<file path="src/include/facs_pkg.sv">
// constants, register map and option defaults for the fifo and adc clock selection block
// Summary of operation
// - fifo main clock follows the 100 MHz oscillator, or half of it when halving
// - common-domain option: one clock drives both input and output fifo clocks
// - common domain with fast option: high-range delay lock conditions fifo clocks
// - common domain without fast option: low-range delay lock conditions fifo clocks
// - split domain: each fifo clocked from its own separately sourced clock
// - split domain: input fifo clock uses high or low range per its fast option
// - split domain: output fifo clock uses high or low range per its fast option
// - adc samples are registered on the adc data strobe clock, up to 210 MHz
// - each adc channel drives its own external clock multiplexer select bit
// - shared-source option gives both adcs one source, else chosen per channel
// - shared source: global internal select picks internal or external for both adcs
// - separate sources: channel a internal select picks its internal or external clock
// - separate sources: channel b internal select picks its internal or external clock
// - options not applying to the chosen arrangement have no effect
package facs_pkg;
  // frequencies in MHz, then adc sample width and apb address width in bits
  localparam int OSC_FREQ_MHZ = 100;
  localparam int HALF_FREQ_MHZ = 50;
  localparam int DLL_HIGH_MIN_MHZ = 60;
  localparam int ADC_MAX_MHZ = 210;
  localparam int ADC_WIDTH = 12;
  localparam int APB_AW = 8;
  // register byte offsets
  localparam logic [7:0] CONFIG_OFS = 8'h00;
  localparam logic [7:0] CTRL_OFS = 8'h04;
  localparam logic [7:0] STATUS_OFS = 8'h08;
  localparam logic [7:0] SAMPLE_A_OFS = 8'h0c;
  localparam logic [7:0] SAMPLE_B_OFS = 8'h10;
  // config register fields
  localparam int CFG_HALVE = 0;
  localparam int CFG_COMMON = 1;
  localparam int CFG_SHARED_FAST = 2;
  localparam int CFG_INPUT_FAST = 3;
  localparam int CFG_OUTPUT_FAST = 4;
  localparam int CFG_ADC_SHARED = 5;
  localparam int CFG_INT_G = 6;
  localparam int CFG_INT_A = 7;
  localparam int CFG_INT_B = 8;
  localparam int CFG_W = 9;
  // control and status fields
  localparam int CTRL_LOCK = 0;
  localparam int ST_IN_HIGH = 0;
  localparam int ST_OUT_HIGH = 1;
  localparam int ST_MUX_A = 2;
  localparam int ST_MUX_B = 3;
  localparam int ST_LOCKED = 4;
  localparam int ST_MAIN_CLK = 5;
  // option defaults: halving off, common domain, fast shared clock, internal adc clocks
  localparam logic [8:0] CFG_RESET = 9'h1ce;
  localparam logic [31:0] ZERO_WORD = 32'h0000_0000;
endpackage : facs_pkg

</file>
<file path="src/include/facs_adc_if.sv">
// adc channel carrier between the top and its capture stage
`timescale 1ns/1ns
interface facs_adc_if #(parameter int W = facs_pkg::ADC_WIDTH);
  logic strobe_pin;
  logic [W-1:0] data_pin;
  logic [W-1:0] sample;
  logic valid;
  modport cap (input strobe_pin, input data_pin, output sample, output valid);
  modport top (output strobe_pin, output data_pin, input sample, input valid);
endinterface : facs_adc_if

</file>
<file path="src/verilog/facs_adc_capture.sv">
// registers one adc channel's samples on its data strobe clock
`timescale 1ns/1ns
module facs_adc_capture #(
  parameter int W = facs_pkg::ADC_WIDTH
) (
  input wire logic pclk,
  input wire logic presetn,
  facs_adc_if.cap adc
);
  logic s1_r, s2_r, s3_r;
  logic [W-1:0] d1_r, d2_r, d3_r;
  logic lvl_r, lvl_nxt;
  logic [W-1:0] sample_r, sample_nxt;
  logic valid_r, valid_nxt;
  logic edge_seen;

  // data travels beside the strobe so both reach stage three together
  always_comb begin
    edge_seen = (s2_r == s3_r) && s3_r && !lvl_r;
    lvl_nxt = (s2_r == s3_r) ? s3_r : lvl_r;
    sample_nxt = edge_seen ? d3_r : sample_r;
    valid_nxt = edge_seen;
  end

  // synchroniser stages and captured sample
  always_ff @(posedge pclk or negedge presetn) begin
    if (!presetn) begin
      s1_r <= 1'b0;
      s2_r <= 1'b0;
      s3_r <= 1'b0;
      d1_r <= '0;
      d2_r <= '0;
      d3_r <= '0;
      lvl_r <= 1'b0;
      sample_r <= '0;
      valid_r <= 1'b0;
    end else begin
      s1_r <= adc.strobe_pin;
      s2_r <= s1_r;
      s3_r <= s2_r;
      d1_r <= adc.data_pin;
      d2_r <= d1_r;
      d3_r <= d2_r;
      lvl_r <= lvl_nxt;
      sample_r <= sample_nxt;
      valid_r <= valid_nxt;
    end
  end

  assign adc.sample = sample_r;
  assign adc.valid = valid_r;
endmodule : facs_adc_capture

</file>
<file path="src/verilog/facs_clk_div.sv">
// oscillator synchroniser and optional divide-by-two for the fifo main clock
`timescale 1ns/1ns
module facs_clk_div (
  input wire logic pclk,
  input wire logic presetn,
  input wire logic osc_pin,
  input wire logic halve,
  output logic main_clk
);
  logic s1_r, s2_r, s3_r;
  logic lvl_r, lvl_nxt;
  logic half_r, half_nxt;
  logic main_r, main_nxt;
  logic agree;

  // accepted oscillator level moves only when the last two stages agree
  always_comb begin
    agree = (s2_r == s3_r);
    lvl_nxt = agree ? s3_r : lvl_r;
    half_nxt = half_r;
    if (agree && s3_r && !lvl_r) begin
      half_nxt = !half_r; // toggles once per oscillator period
    end
    main_nxt = halve ? half_r : lvl_r;
  end

  // three-stage synchroniser and divider state
  always_ff @(posedge pclk or negedge presetn) begin
    if (!presetn) begin
      s1_r <= 1'b0;
      s2_r <= 1'b0;
      s3_r <= 1'b0;
      lvl_r <= 1'b0;
      half_r <= 1'b0;
      main_r <= 1'b0;
    end else begin
      s1_r <= osc_pin;
      s2_r <= s1_r;
      s3_r <= s2_r;
      lvl_r <= lvl_nxt;
      half_r <= half_nxt;
      main_r <= main_nxt;
    end
  end

  assign main_clk = main_r;
endmodule : facs_clk_div

</file>
<file path="src/verilog/facs_top.sv">
// fifo and adc clock selection top with apb configuration and status registers
//
// Chosen here: the APB slave port and the register addresses.
`timescale 1ns/1ns
module facs_top #(
  parameter logic [8:0] CFG_DEFAULT = facs_pkg::CFG_RESET,
  parameter int W = facs_pkg::ADC_WIDTH
) (
  input wire logic pclk,
  input wire logic presetn,
  input wire logic psel,
  input wire logic penable,
  input wire logic pwrite,
  input wire logic [facs_pkg::APB_AW-1:0] paddr,
  input wire logic [31:0] pwdata,
  output logic pready,
  output logic [31:0] prdata,
  output logic pslverr,
  input wire logic osc_pin,
  input wire logic input_fifo_clock_source,
  input wire logic output_fifo_clock_source,
  input wire logic adc_a_data_strobe_clock,
  input wire logic [W-1:0] adc_a_data,
  input wire logic adc_b_data_strobe_clock,
  input wire logic [W-1:0] adc_b_data,
  output logic main_clk,
  output logic fifo_in_clk,
  output logic fifo_out_clk,
  output logic in_high_range_delay_lock,
  output logic in_low_range_delay_lock,
  output logic out_high_range_delay_lock,
  output logic out_low_range_delay_lock,
  output logic adc_a_mux_internal,
  output logic adc_b_mux_internal,
  output logic [W-1:0] adc_a_sample,
  output logic adc_a_valid,
  output logic [W-1:0] adc_b_sample,
  output logic adc_b_valid
);

  // shared-or-own selection used for both delay locks and both adc muxes
  function automatic logic pick(input logic shared, input logic shared_val,
                                input logic own_val);
    pick = shared ? shared_val : own_val;
  endfunction : pick

  // configuration and lock state
  logic [facs_pkg::CFG_W-1:0] cfg_r, cfg_nxt;
  logic lock_r, lock_nxt;

  // apb answer state
  logic pready_r, pready_nxt;
  logic [31:0] prdata_r, prdata_nxt;
  logic pslverr_r, pslverr_nxt;

  // clock selection outputs
  logic fifo_in_r, fifo_in_nxt;
  logic fifo_out_r, fifo_out_nxt;
  logic in_high_r, in_high_nxt;
  logic out_high_r, out_high_nxt;
  logic in_low_r, in_low_nxt;
  logic out_low_r, out_low_nxt;
  logic mux_a_r, mux_a_nxt;
  logic mux_b_r, mux_b_nxt;

  // synchronisers for the split-domain clock sources
  logic [2:0] in_sync_r, out_sync_r;
  logic in_lvl_r, in_lvl_nxt;
  logic out_lvl_r, out_lvl_nxt;

  // internal decode signals
  logic main_lvl;
  logic setup_ph, complete;
  logic [facs_pkg::APB_AW-1:0] word_addr;
  logic mapped, misaligned, wr_refused;
  logic [31:0] rd_word;
  logic [31:0] status_word;
  logic in_fast_sel, out_fast_sel;

  // adc channel carriers
  facs_adc_if #(.W(W)) adc_a_if ();
  facs_adc_if #(.W(W)) adc_b_if ();

  assign adc_a_if.strobe_pin = adc_a_data_strobe_clock;
  assign adc_a_if.data_pin = adc_a_data;
  assign adc_b_if.strobe_pin = adc_b_data_strobe_clock;
  assign adc_b_if.data_pin = adc_b_data;

  // oscillator path, divided or direct
  facs_clk_div u_div (
    .pclk(pclk),
    .presetn(presetn),
    .osc_pin(osc_pin),
    .halve(cfg_r[facs_pkg::CFG_HALVE]),
    .main_clk(main_lvl)
  );

  // one capture stage per adc channel
  facs_adc_capture #(.W(W)) u_cap_a (
    .pclk(pclk),
    .presetn(presetn),
    .adc(adc_a_if.cap)
  );

  facs_adc_capture #(.W(W)) u_cap_b (
    .pclk(pclk),
    .presetn(presetn),
    .adc(adc_b_if.cap)
  );

  // apb phase decode
  always_comb begin
    setup_ph = psel && penable && !pready_r;
    complete = psel && penable && pready_r;
    word_addr = {paddr[facs_pkg::APB_AW-1:2], 2'b00};
    misaligned = (paddr[1:0] != 2'b00);
    mapped = !misaligned && ((word_addr == facs_pkg::CONFIG_OFS) ||
                             (word_addr == facs_pkg::CTRL_OFS) ||
                             (word_addr == facs_pkg::STATUS_OFS) ||
                             (word_addr == facs_pkg::SAMPLE_A_OFS) ||
                             (word_addr == facs_pkg::SAMPLE_B_OFS));
    // a locked configuration refuses further writes
    wr_refused = pwrite && lock_r && (word_addr == facs_pkg::CONFIG_OFS);
  end

  // status word shows what the block actually drives
  always_comb begin
    status_word = facs_pkg::ZERO_WORD;
    status_word[facs_pkg::ST_IN_HIGH] = in_high_r;
    status_word[facs_pkg::ST_OUT_HIGH] = out_high_r;
    status_word[facs_pkg::ST_MUX_A] = mux_a_r;
    status_word[facs_pkg::ST_MUX_B] = mux_b_r;
    status_word[facs_pkg::ST_LOCKED] = lock_r;
    status_word[facs_pkg::ST_MAIN_CLK] = main_lvl;
  end

  // read data mux
  always_comb begin
    rd_word = facs_pkg::ZERO_WORD;
    case (word_addr)
      facs_pkg::CONFIG_OFS: begin
        rd_word[facs_pkg::CFG_W-1:0] = cfg_r;
      end
      facs_pkg::CTRL_OFS: begin
        rd_word[facs_pkg::CTRL_LOCK] = lock_r;
      end
      facs_pkg::STATUS_OFS: begin
        rd_word = status_word;
      end
      facs_pkg::SAMPLE_A_OFS: begin
        rd_word[W-1:0] = adc_a_if.sample;
      end
      facs_pkg::SAMPLE_B_OFS: begin
        rd_word[W-1:0] = adc_b_if.sample;
      end
      default: begin
        rd_word = facs_pkg::ZERO_WORD;
      end
    endcase
  end

  // apb answer: one wait state, data and error prepared before pready rises
  always_comb begin
    pready_nxt = setup_ph;
    prdata_nxt = prdata_r;
    pslverr_nxt = 1'b0;
    if (setup_ph) begin
      prdata_nxt = (pwrite || !mapped) ? facs_pkg::ZERO_WORD : rd_word;
      pslverr_nxt = !mapped || wr_refused;
    end
  end

  // configuration writes take effect only at the completing edge
  always_comb begin
    cfg_nxt = cfg_r;
    lock_nxt = lock_r;
    if (complete && pwrite && mapped) begin
      if ((word_addr == facs_pkg::CONFIG_OFS) && !lock_r) begin
        cfg_nxt = pwdata[facs_pkg::CFG_W-1:0];
      end
      if ((word_addr == facs_pkg::CTRL_OFS) && pwdata[facs_pkg::CTRL_LOCK]) begin
        lock_nxt = 1'b1;
      end
    end
  end

  // split-domain source levels, accepted when stages two and three agree
  always_comb begin
    in_lvl_nxt = (in_sync_r[1] == in_sync_r[2]) ? in_sync_r[2] : in_lvl_r;
    out_lvl_nxt = (out_sync_r[1] == out_sync_r[2]) ? out_sync_r[2] : out_lvl_r;
  end

  // fifo clock routing
  always_comb begin
    if (cfg_r[facs_pkg::CFG_COMMON]) begin
      fifo_in_nxt = main_lvl;
      fifo_out_nxt = main_lvl;
    end else begin
      fifo_in_nxt = in_lvl_r;
      fifo_out_nxt = out_lvl_r;
    end
  end

  // delay lock range choice; the unused option is ignored
  always_comb begin
    in_fast_sel = pick(cfg_r[facs_pkg::CFG_COMMON], cfg_r[facs_pkg::CFG_SHARED_FAST],
                       cfg_r[facs_pkg::CFG_INPUT_FAST]);
    out_fast_sel = pick(cfg_r[facs_pkg::CFG_COMMON], cfg_r[facs_pkg::CFG_SHARED_FAST],
                        cfg_r[facs_pkg::CFG_OUTPUT_FAST]);
    in_high_nxt = in_fast_sel;
    out_high_nxt = out_fast_sel;
    in_low_nxt = !in_fast_sel;
    out_low_nxt = !out_fast_sel;
  end

  // adc sample clock multiplexer selects, high means internal clock
  always_comb begin
    mux_a_nxt = pick(cfg_r[facs_pkg::CFG_ADC_SHARED], cfg_r[facs_pkg::CFG_INT_G],
                     cfg_r[facs_pkg::CFG_INT_A]);
    mux_b_nxt = pick(cfg_r[facs_pkg::CFG_ADC_SHARED], cfg_r[facs_pkg::CFG_INT_G],
                     cfg_r[facs_pkg::CFG_INT_B]);
  end

  // configuration and lock registers
  always_ff @(posedge pclk or negedge presetn) begin
    if (!presetn) begin
      cfg_r <= CFG_DEFAULT;
      lock_r <= 1'b0;
    end else begin
      cfg_r <= cfg_nxt;
      lock_r <= lock_nxt;
    end
  end

  // apb answer registers
  always_ff @(posedge pclk or negedge presetn) begin
    if (!presetn) begin
      pready_r <= 1'b0;
      prdata_r <= facs_pkg::ZERO_WORD;
      pslverr_r <= 1'b0;
    end else begin
      pready_r <= pready_nxt;
      prdata_r <= prdata_nxt;
      pslverr_r <= pslverr_nxt;
    end
  end

  // split-source synchronisers; stage one feeds only stage two
  always_ff @(posedge pclk or negedge presetn) begin
    if (!presetn) begin
      in_sync_r <= 3'h0;
      out_sync_r <= 3'h0;
      in_lvl_r <= 1'b0;
      out_lvl_r <= 1'b0;
    end else begin
      in_sync_r <= {in_sync_r[1:0], input_fifo_clock_source};
      out_sync_r <= {out_sync_r[1:0], output_fifo_clock_source};
      in_lvl_r <= in_lvl_nxt;
      out_lvl_r <= out_lvl_nxt;
    end
  end

  // clock selection output registers
  always_ff @(posedge pclk or negedge presetn) begin
    if (!presetn) begin
      fifo_in_r <= 1'b0;
      fifo_out_r <= 1'b0;
      in_high_r <= 1'b0;
      out_high_r <= 1'b0;
      in_low_r <= 1'b1; // low range selected while in reset
      out_low_r <= 1'b1;
      mux_a_r <= 1'b0;
      mux_b_r <= 1'b0;
    end else begin
      fifo_in_r <= fifo_in_nxt;
      fifo_out_r <= fifo_out_nxt;
      in_high_r <= in_high_nxt;
      out_high_r <= out_high_nxt;
      in_low_r <= in_low_nxt;
      out_low_r <= out_low_nxt;
      mux_a_r <= mux_a_nxt;
      mux_b_r <= mux_b_nxt;
    end
  end

  // outputs
  assign pready = pready_r;
  assign prdata = prdata_r;
  assign pslverr = pslverr_r;
  assign main_clk = main_lvl;
  assign fifo_in_clk = fifo_in_r;
  assign fifo_out_clk = fifo_out_r;
  assign in_high_range_delay_lock = in_high_r;
  assign in_low_range_delay_lock = in_low_r;
  assign out_high_range_delay_lock = out_high_r;
  assign out_low_range_delay_lock = out_low_r;
  assign adc_a_mux_internal = mux_a_r;
  assign adc_b_mux_internal = mux_b_r;
  assign adc_a_sample = adc_a_if.sample;
  assign adc_a_valid = adc_a_if.valid;
  assign adc_b_sample = adc_b_if.sample;
  assign adc_b_valid = adc_b_if.valid;

endmodule : facs_top
</file>
<file path="config.mk">
export PLATFORM = sky130hd
export DESIGN_NAME = facs_top
export DESIGN_NICKNAME = d
export VERILOG_FILES = /design/src/include/facs_pkg.sv /design/src/include/facs_adc_if.sv /design/src/verilog/facs_adc_capture.sv /design/src/verilog/facs_clk_div.sv /design/src/verilog/facs_top.sv
export SDC_FILE = /design/constraint.sdc
export NUM_CORES = 1
export LEC_CHECK = 0
export ABC_AREA = 0
export BUFFER_PORTS_ARGS = -buffer_cell sky130_fd_sc_hd__buf_2
export CORE_ASPECT_RATIO = 0.6
export CORE_MARGIN = 2
export CORE_UTILIZATION = 50
export DETAILED_ROUTE_END_ITERATION = 7
export GPL_TIMING_DRIVEN = 0
export HOLD_SLACK_MARGIN = 0.05
export PLACE_DENSITY = 0.76
export RECOVER_POWER = 100
export SLEW_MARGIN = 20
export SYNTH_ARGS = -nofsm -noshare
export SYNTH_HDL_FRONTEND = slang
export SYNTH_SLANG_ARGS = --single-unit
</file>
<file path="constraint.sdc">
create_clock -name pclk -period 3.65 [get_ports pclk]
set_input_delay 0.73 -clock pclk [delete_from_list [all_inputs] [get_ports pclk]]
set_output_delay 0.73 -clock pclk [all_outputs]
set_load 0.1 [all_outputs]
</file>
Word-level counts from Yosys, hierarchy flattened:

Cells that the tools add are included.

* register bits: 172
* input bits: 74
* output and inout bits: 69
* word-level logic and storage cells: 99

* eq/ne operators: 9
* mux-type cells: 12
* reductions and logical operators: 37

Operators by type and width (count)
* case mux 8 bit (4 select lines): 1
* logical AND 1 bit: 16
* == test 6 x 2 -> 1 bit, second input constant: 2
* 2-to-1 mux 12 bit: 1
* logical NOT 1 bit: 10
* logical NOT 8 bit: 1
* 2-to-1 mux 1 bit: 8
* == test 6 x 1 -> 1 bit, second input constant: 1
* == test 6 x 3 -> 1 bit, second input constant: 1
* logical NOT 6 bit: 1
* logical OR 1 bit: 6
* case mux 3 bit (2 select lines): 1
* == test 1 bit: 5
* case mux 1 bit (5 select lines): 1
* AND reduction 2 bit: 2
* nonzero test 2 bit: 1

Longest topological paths before layout:

Gate-level depths: netlist of run 1.

* word-level depth: 9
* gate-level depth with buffers: 6
* mapped depth without buffers: 4

Cells and area by module:

From an unflattened synthesis of run 1, not the netlist that was laid out.

* cells, all modules: 322
* area, all modules: 5268.8 um^2

Modules (own cells, without submodules)
* facs_adc_capture: times used 2, cells an instance 69, area each 1552.7 um^2, seq. area each 1326.3 um^2
* facs_top: times used 1, cells an instance 173, area each 1951.9 um^2, seq. area each 1011.0 um^2
* facs_clk_div: times used 1, cells an instance 11, area each 211.5 um^2, seq. area each 150.1 um^2

Worst setup path after synthesis of run 1:

OpenSTA, ideal clock, no wires.

* kind: input port to flip-flop
* start: input port paddr[7] in the netlist's numbering
* end: register prdata_r[0], in the netlist prdata[0]
* setup time: 0.087 ns
* arrival: 2.293 ns
* data required time: 3.563 ns
* slack: 1.270 ns
* cell stages on the path: 5
* path buffers: 1
* cell sequence: or3_1 buf_6 or4_4 or4b_1 o211ai_1

* longest elaborated chain between the ends: 9
* elaborated cells between the ends (all ways): 15
* those cells by class: 4 x eq/ne; 2 x mux; 9 x reduce/logical

Ends and longest elaborated chain
* from (decl): RTL line facs_top.sv:14 `input wire logic [facs_pkg::APB_AW-1:0] paddr,`
* == test 6 x 1 -> 1 bit / logical NOT 6 bit (equally long branches): RTL line facs_top.sv:118, facs_top.sv:140, facs_top.sv:117
* logical OR 1 bit: RTL line facs_top.sv:117 `mapped = !misaligned && ((word_addr == facs_pkg::CONFIG_OFS) ||`
* logical OR 1 bit: RTL line facs_top.sv:118 `(word_addr == facs_pkg::CTRL_OFS) ||`
* logical OR 1 bit: RTL line facs_top.sv:119 `(word_addr == facs_pkg::STATUS_OFS) ||`
* logical OR 1 bit: RTL line facs_top.sv:120 `(word_addr == facs_pkg::SAMPLE_A_OFS) ||`
* logical AND 1 bit: RTL line facs_top.sv:117
* logical NOT 1 bit: RTL line facs_top.sv:168 `prdata_nxt = (pwrite || !mapped) ? facs_pkg::ZERO_WORD : rd_word;`
* logical OR 1 bit: RTL line facs_top.sv:168
* 2-to-1 mux 12 bit *: RTL line facs_top.sv:168
* to (signal assigned): RTL line facs_top.sv:239 `prdata_r <= facs_pkg::ZERO_WORD;`
* to (signal assigned): RTL line facs_top.sv:243 `prdata_r <= prdata_nxt;`
* to (decl): RTL line facs_top.sv:53 `logic [31:0] prdata_r, prdata_nxt;`

Every way passes the cells marked *; elsewhere a longest branch is shown, timed or not.
A chain may end at the register's enable or synchronous reset.

Final worst setup path of run 1:

* start: input port paddr[7] in the netlist's numbering
* end: register cfg_r[4] in the netlist's numbering

* longest elaborated chain between the ends: 8
* elaborated cells between the ends (all ways): 14
* those cells by class: 4 x eq/ne; 10 x reduce/logical

Ends and longest elaborated chain
* == test 6 x 1 -> 1 bit / logical NOT 6 bit (equally long branches): RTL line facs_top.sv:118, facs_top.sv:117
* logical OR 1 bit: RTL line facs_top.sv:117
* logical OR 1 bit: RTL line facs_top.sv:118
* logical OR 1 bit: RTL line facs_top.sv:119
* logical OR 1 bit: RTL line facs_top.sv:120
* logical AND 1 bit: RTL line facs_top.sv:117
* logical AND 1 bit: RTL line facs_top.sv:177 `if (complete && pwrite && mapped) begin`
* AND reduction 2 bit (no source line) *
* to (signal assigned): RTL line facs_top.sv:230 `cfg_r <= cfg_nxt;`
* to (decl): RTL line facs_top.sv:48 `logic [facs_pkg::CFG_W-1:0] cfg_r, cfg_nxt;`

Marked as above.

==> reports/qor.csv, run 1 <==
stage,metric,value,unit
setup_path,Critical Path Fanout Max,10,
timing,Final Max Tran Viols,0,
clock_network,clk buf depth,2,
synthesis,Post-synth EDFFs,0,
job,max cap viols,0,
timing,Tightest Pin Transition,1.24,ns
timing,max frequency,0.370,GHz
global_route,pin count of the biggest net entering global routing,89,
global_route,antenna violations before repair,1,
clock_network,post-CTS setup buffers,0,
synthesis,Ys Warns,0,
clock_network,CTS sink cnt,152,
synthesis,Cell variety after synth,34,
clock_network,number of CTS-inserted buffers,17,
outcome,status,finished clean,
clock_network,Skew-Pair Late Insertion Delay,0.41,ns
die,Rows,28,
timing,RSZ-0062 raised after global routing,false,
routing,DRC,0,
place,dpl hpwl,7.07,mm
clock_network,clock-pin slew on the worst setup and hold paths,0.06,ns
layout,Layout Nets,532,
routing,vias post-DR,2963,
timing,final setup margin,0.948,ns
timing,setup TNS,0,ns
synthesis,synthesized area,5100,sq um
place,buffers added on ports,98,
routing,drt wl/cell,16.6,microns
timing,skew final,0.00610,ns
layout,"Area growth, synth to finish",24.7,%
synthesis,synthesized flop and latch total,152,
power_and_ir_drop,VDD IR max,500,uV
setup_path,CP Capture Type,flop,
clock_network,CTS tree,done,
die,die area,11000,sq um
synthesis,Mapped Cells,318,
timing,Final Setup Violations,0,
place,Routability Congestion,0.823,
routing,DR iter-0 viols,246,
timing,crit share post-route,0.740,
clock_network,root buffer cell,clkbuf_16,
place,post-place setup slack,0.870,ns
timing,relative slew slack,0.179,
setup_path,worst-case reg-to-reg path depth,4,
global_route,vias in the first global route,3017,
timing,Hold Slack,0.259,ns
clock_network,CTS H-tree lvls,4,
clock_network,post-CTS sizing,0,
global_route,first-pass GRT wire length,15.9,mm
routing,drt first pass iters,6,
global_route,GR Overflow Total,0,
timing,Tmin final,2.70,ns
die,die width,134,microns
die,Die H,82.2,microns
synthesis,Post-synth ARST share,1.00,
die,Initial Utilization,0.516,
synthesis,synthesized area per cell,16.0,sq um
routing,DRT Wirelength,10.0,mm
global_route,Global Route Usage Sum,0.200,
setup_path,critical path type,primary input to flop,
power_and_ir_drop,Pleak,2.89,nW
die,IO Pins,143,
setup_path,critical path arrival,2.99,ns
setup_path,Setup crit start kind,primary input,
layout,share of cells above drive strength 1,0.312,
timing,"Hold Vio Cnt, Final",0,
min_path,Hold Crit Class,primary input to asynchronous set/reset pin,
routing,remaining antenna violation count,0,
power_and_ir_drop,power per cell area,717,nW/um^2
synthesis,register area share after synthesis,0.748,
clock_network,CTS Hold Bufs,0,
routing,Via density,4.91,
setup_path,critical path required time,3.94,ns
die,core area,9880,sq um
synthesis,Post-synth top flop,dfrtp_1,
## power by group
part           internal (mW)  total (mW)  switching (mW)
combinational          0.153       0.991           0.838
clock                   1.01        1.64           0.632
sequential              1.83        1.93          0.0993
total                   2.99        4.56            1.57
## per-layer routing
| metal | GRT usage | routed length [microns] |
|---|---|---|
| met2 | 0.296 | 4560 |
| met4 | 0.0779 | 72 |
| met1 | 0.262 | 4420 |
| met5 | 0 | 0 |
| met3 | 0.0897 | 992 |
## cells in the mapped netlist, drive strengths merged (3+ instances only)
library cell / instances / area share
a32oi: 3 / 0.0052
o21a: 3 / 0.0044
mux2: 42 / 0.093
dfstp: 8 / 0.041
o21ai: 7 / 0.0069
dfrtp: 144 / 0.71
a222oi: 8 / 0.016
nand3: 5 / 0.0059
ha: 3 / 0.0074
inv: 11 / 0.0081
a22oi: 8 / 0.012
nor4: 3 / 0.0066
buf: 21 / 0.032
nand2: 21 / 0.015
clkbuf: 8 / 0.0059
## metrics by stage
stage          area [sq um]  utilization  cells  power, mW
6_report               6350        0.643    604       4.56
4_1_cts                6430        0.651    603       4.63
5_1_grt                6350        0.643    603       4.72
2_1_floorplan          5170            -    337       2.75
3_5_place_dp           5860        0.594    571       2.98
3_3_place_gp           5830        0.590    570       2.96
## worst paths after layout
check                                  from                to  slack [ns]
max in group asynchronous           presetn          cfg_r[8]        2.59
min                                 presetn     out_sync_r[2]        0.26
min in group pclk          u_cap_b.d2_r[11]  u_cap_b.d3_r[11]        0.35
max reg2reg                          pready         prdata[0]        1.55
max                                paddr[7]          cfg_r[4]        0.95
min reg2reg                u_cap_b.d2_r[11]  u_cap_b.d3_r[11]        0.35
## state kept, by name, indices dropped and copies added (netlist names), 3 cells and up
| name | cells |
|---|---|
| u_cap_b.d1_r | 12 |
| u_cap_a.adc.sample | 12 |
| u_cap_b.d3_r | 12 |
| prdata | 12 |
| in_sync_r | 3 |
| u_cap_b.d2_r | 12 |
| u_cap_a.d2_r | 12 |
| u_cap_a.d3_r | 12 |
| out_sync_r | 3 |
| u_cap_b.adc.sample | 12 |
| cfg_r | 9 |
| u_cap_a.d1_r | 12 |
## logic make-up (layout without fill, tap and decap cells)
family                     Yosys count  after routing  synth area share
buffers and inverters               40            171            0.0457
DFF                                152            152             0.748
and+or+nand+nor                     43             43            0.0457
adders and majority gates            5              5            0.0113
other                                1             21          0.000736
AOI/OAI and AO/OA                   33             33            0.0493
muxes                               43             43            0.0972
xor gates and xnor gates             1              1           0.00172
## area by class of cell
cell class                 instances  area [sq um]
sequential                       152          3810
fill                             766          3530
multi-input combinational        145          1110
clock buffer                      24           492
timing repair buffer              99           465
buffer                            29           184
tap                              135           169
clock inverter                     8          72.6
inverter                          11          41.3
antenna                            1          2.50
## worst max-delay path: stages
cell and delay [ns]:
buf_2 0.09, or3_1 0.37, clkbuf_1 0.22, nor4_4 0.52
nand3_1 0.60, mux2_2 0.46
## layout by cell type, fill, tap and decap left out, types with 3 or more instances in the layout
| cell | n |
|---|---|
| o21a_1 | 3 |
| nand2_1 | 21 |
| clkbuf_8 | 4 |
| o21ai_0 | 7 |
| a32oi_1 | 3 |
| clkbuf_16 | 17 |
| buf_4 | 20 |
| a222oi_1 | 8 |
| conb_1 | 20 |
| clkbuf_1 | 62 |
| dfrtp_1 | 144 |
| ha_1 | 3 |
| mux2_2 | 41 |
| clkinv_2 | 4 |
| a22oi_1 | 8 |
| dfstp_1 | 3 |
| nand3_1 | 5 |
| buf_2 | 47 |
| dfstp_2 | 5 |
| clkinvlp_4 | 3 |
| inv_1 | 11 |
No activity file was read; power rests on OpenSTA's default activity.
==> inputs of run 2 (changes only) <==
--- a/config.mk
+++ b/config.mk
@@ -5,7 +5,7 @@
 export SDC_FILE = /design/constraint.sdc
 export NUM_CORES = 1
 export LEC_CHECK = 0
-export ABC_AREA = 0
+export ABC_AREA = 1
 export BUFFER_PORTS_ARGS = -buffer_cell sky130_fd_sc_hd__buf_2
 export CORE_ASPECT_RATIO = 0.6
 export CORE_MARGIN = 2
@@ -13,7 +13,7 @@
 export DETAILED_ROUTE_END_ITERATION = 7
 export GPL_TIMING_DRIVEN = 0
 export HOLD_SLACK_MARGIN = 0.05
-export PLACE_DENSITY = 0.76
+export PLACE_DENSITY = 0.75
 export RECOVER_POWER = 100
 export SLEW_MARGIN = 20
 export SYNTH_ARGS = -nofsm -noshare
==> constraint.sdc (replaced) <==
create_clock -name pclk -period 2.7 [get_ports pclk]
set_input_delay 0.54 -clock pclk [delete_from_list [all_inputs] [get_ports pclk]]
set_output_delay 0.54 -clock pclk [all_outputs]
set_load 0.1 [all_outputs]
==> run 2 against run 1 <==
Final cell count rose by 25%; global-route usage rose by 0.61 points; sequential power rose by 33%; critical path type is now flop to output pin; largest cell class unchanged.
==> reports/qor.csv, run 2 <==
stage,metric,value,unit,change
outcome,status,finished clean,,
setup_path,CP Capture Type,output pin,,
synthesis,synthesized area per cell,11.5,sq um,-28%
layout,n_diodes,0,,-1
die,Initial Utilization,0.509,,-0.00706
power_and_ir_drop,Seq pwr share,0.419,,-0.004
layout,share of cells above drive strength 1,0.199,,-0.113
synthesis,post-synthesis xor/xnor area fraction,0.00164,,-0.0000770
power_and_ir_drop,combinational share of power,0.195,,-0.022
synthesis,largest family of logic cells by synthesized area,simple AND/OR/NAND/NOR gates,,
synthesis,"area leader, netlist",dfrtp_1,,
timing,"Hold Vio Cnt, Final",0,,unchanged
setup_path,CP Cell Sequence,clkbuf_1,,
synthesis,Mapped Cells,462,,+45%
die,die area,11500,sq um,+4.5%
synthesis,Post-synth top flop,dfrtp_1,,
synthesis,proportion of netlist area held by the largest area contributor,0.675,,-0.0317
routing,Via density,4.67,,-4.8%
timing,relative slew slack,0.185,,+0.00575
setup_path,critical path required time,2.16,ns,-1.78 ns
routing,vias post-DR,3511,,+18%
power_and_ir_drop,Pleak,3.32,nW,+15%
setup_path,Top delay family on crit path,buffers and inverters,,
layout,Layout Nets,678,,+27%
synthesis,Ys Warns,0,,unchanged
die,core area,10500,sq um,+6.1%
power_and_ir_drop,switching share of power,0.332,,-0.0121
synthesis,most frequent cells after synthesis,"dfrtp_1, nand2_1, inv_1",,
layout,Final Util,0.629,,-0.0141
timing,Final Setup Violations,0,,unchanged
setup_path,critical path arrival,1.73,ns,-1.26 ns
clock_network,CTS sink cnt,152,,unchanged
setup_path,critical path type,flop to output pin,,
clock_network,post-CTS sizing,0,,unchanged
clock_network,CTS Hold Bufs,1,,+1
routing,drt first pass iters,4,,-2
setup_path,Setup crit start kind,flop,,
die,die width,137,microns,+2.2%
layout,"commonest non-fill, non-tap cell in the layout",dfrtp_1,,
global_route,antenna violations before repair,0,,-1
routing,DRT Wirelength,10.7,mm,+6.7%
clock_network,clk buf depth,2,,unchanged
power_and_ir_drop,Clk network pwr share,0.386,,+0.027
routing,drt wl/cell,14.2,microns,-14%
synthesis,synthesized flop and latch total,152,,unchanged
timing,Tightest Pin Transition,1.23,ns,-0.00866 ns
layout,Layout Cells excl Fill,752,,+25%
place,DP Area,6110,sq um,+4.2%
synthesis,Post-Synth Simple-Gate Area,0.176,,+0.131
power_and_ir_drop,Total Power,6.11,mW,+34%
die,Rows,29,,+3.6%
clock_network,root buffer cell,clkbuf_16,,
place,buffers added on ports,99,,+1.0%
synthesis,most numerous cell in the Yosys netlist,dfrtp_1,,
synthesis,mux cell area share after synthesis,0.00422,,-0.0930
min_path,Hold Crit Class,primary input to flop,,
clock_network,CTS tree,done,,
layout,design area,6600,sq um,+3.8%
layout,"Area growth, synth to finish",23.6,%,
clock_network,CTS H-tree lvls,4,,unchanged
die,IO Pins,143,,unchanged
global_route,GR Overflow Total,0,,unchanged
clock_network,clock-pin slew on the worst setup and hold paths,0.06,ns,about the same
timing,Hold Slack,0.229,ns,-0.0302 ns
job,max cap viols,0,,unchanged
synthesis,Cell variety after synth,29,,-15%
routing,DR iter-0 viols,157,,-36%
timing,Final Max Tran Viols,0,,unchanged
power_and_ir_drop,power per cell area,926,nW/um^2,+29%
clock_network,post-CTS setup buffers,0,,unchanged
timing,skew final,0.00362,ns,-0.00248 ns
setup_path,Buffers & Inverters on Critical Path,1,,-1
global_route,vias in the first global route,3526,,+17%
clock_network,Skew-Pair Late Insertion Delay,0.41,ns,about the same
synthesis,Synth Area in Compound Gates,0.0270,,-0.0224
synthesis,Post-synth EDFFs,0,,unchanged
timing,crit share post-route,0.839,,
power_and_ir_drop,P_sw,2.03,mW,+29%
routing,DRC,0,,unchanged
power_and_ir_drop,internal power,4.08,mW,+36%
place,dpl hpwl,7.60,mm,+7.6%
timing,RSZ-0062 raised after global routing,false,,
global_route,pin count of the biggest net entering global routing,104,,+17%
setup_path,crit-path max cell delay,0.89,ns,+0.29 ns
clock_network,number of CTS-inserted buffers,17,,unchanged
timing,Tmin final,2.27,ns,
place,Routability Congestion,0.878,,+6.7%
place,cell count after placement,720,,+26%
routing,remaining antenna violation count,0,,unchanged
setup_path,Critical Path Fanout Max,3,,-7
timing,max frequency,0.441,GHz,
power_and_ir_drop,VDD IR max,693,uV,+39%
synthesis,adder-cell share of the synthesized area,0.0108,,-0.000506
die,Die H,84.0,microns,+2.2%
layout,most frequent cells in the layout,"dfrtp_1, nand2_1, buf_2, clkbuf_1",,
global_route,Global Route Usage Sum,0.206,,+0.00607
global_route,first-pass GRT wire length,17.5,mm,+10%
setup_path,critical path's slowest cell,clkbuf_1,,
synthesis,"top cells by area, synth","dfrtp_1, nand2_1, dfstp_2",,
synthesis,synthesized area,5340,sq um,+4.7%
synthesis,register area share after synthesis,0.715,,-0.0335
synthesis,Post-synth ARST share,1.00,,unchanged
-- run 2: final cells by class --
| cell class | count | area (sq um) |
|---|---|---|
| clock buffers | 20 | 447 |
| fillers | 849 | 3890 |
| repair buffers | 101 | 477 |
| well taps | 139 | 174 |
| multi-input cells | 260 | 1190 |
| plain buffers | 27 | 185 |
| inverters | 42 | 158 |
| clock inverters | 11 | 149 |
| flip-flops and latches | 152 | 3810 |
-- run 2: kinds of logic (layout without fill, tap and decap cells) --
family          count (synthesis)  count (layout)
flops                         152             152
xor+xnor                        1               1
simple gates                  206             206
fa+ha+maj                       5               5
other cells                     1              20
compound gates                 26              26
mux                             2               2
buf+inv                        69             201
-- run 2: power by group through the flow --
stage / registers, mW / clock network [mW] / logic [mW]
finish: 2.56 / 2.36 / 1.19
detailed placement: 2.60 / 0 / 1.22
global route: 2.58 / 2.50 / 1.24
global placement: 2.59 / 0 / 1.20
CTS: 2.56 / 2.39 / 1.23
floorplan: 3.25 / 0 / 0.282
-- run 2: path summary, 6_finish.rpt --
check	startpoint	end	slack, ns	depth (start not counted)
worst max-delay path	u_cap_a.adc.sample[9]	adc_a_sample[9]	0.43	1
worst min-delay path	adc_a_data[5]	u_cap_a.d1_r[5]	0.23	1
worst max register to register	u_cap_b.s3_r	u_cap_b.adc.sample[1]	1.13	5
worst min register to register	u_cap_b.d1_r[8]	u_cap_b.d2_r[8]	0.34	0
max in group asynchronous	presetn	out_low_range_delay_lock	0.75	3
min in group asynchronous	presetn	u_cap_b.d1_r[5]	0.91	2
-- run 2: layer usage --
| layer | vias to the layer above | global-route usage | part of all wire |
|---|---|---|---|
| met5 | - | 0 | 0 |
| met4 | 0 | 0.0843 | 0.012 |
| met3 | 19 | 0.0644 | 0.086 |
| met2 | 140 | 0.304 | 0.46 |
| met1 | 1683 | 0.285 | 0.44 |
| li1 | 1669 | - | - |
-- run 2: through the flow --
stage / setup WS, ns / TNS [ns]
detailed placement: 0.954 / 0
global placement: -0.857 / -121.90
global route: 0.402 / 0
floorplan: 0.925 / 0
finish: 0.435 / 0
CTS: 0.802 / 0
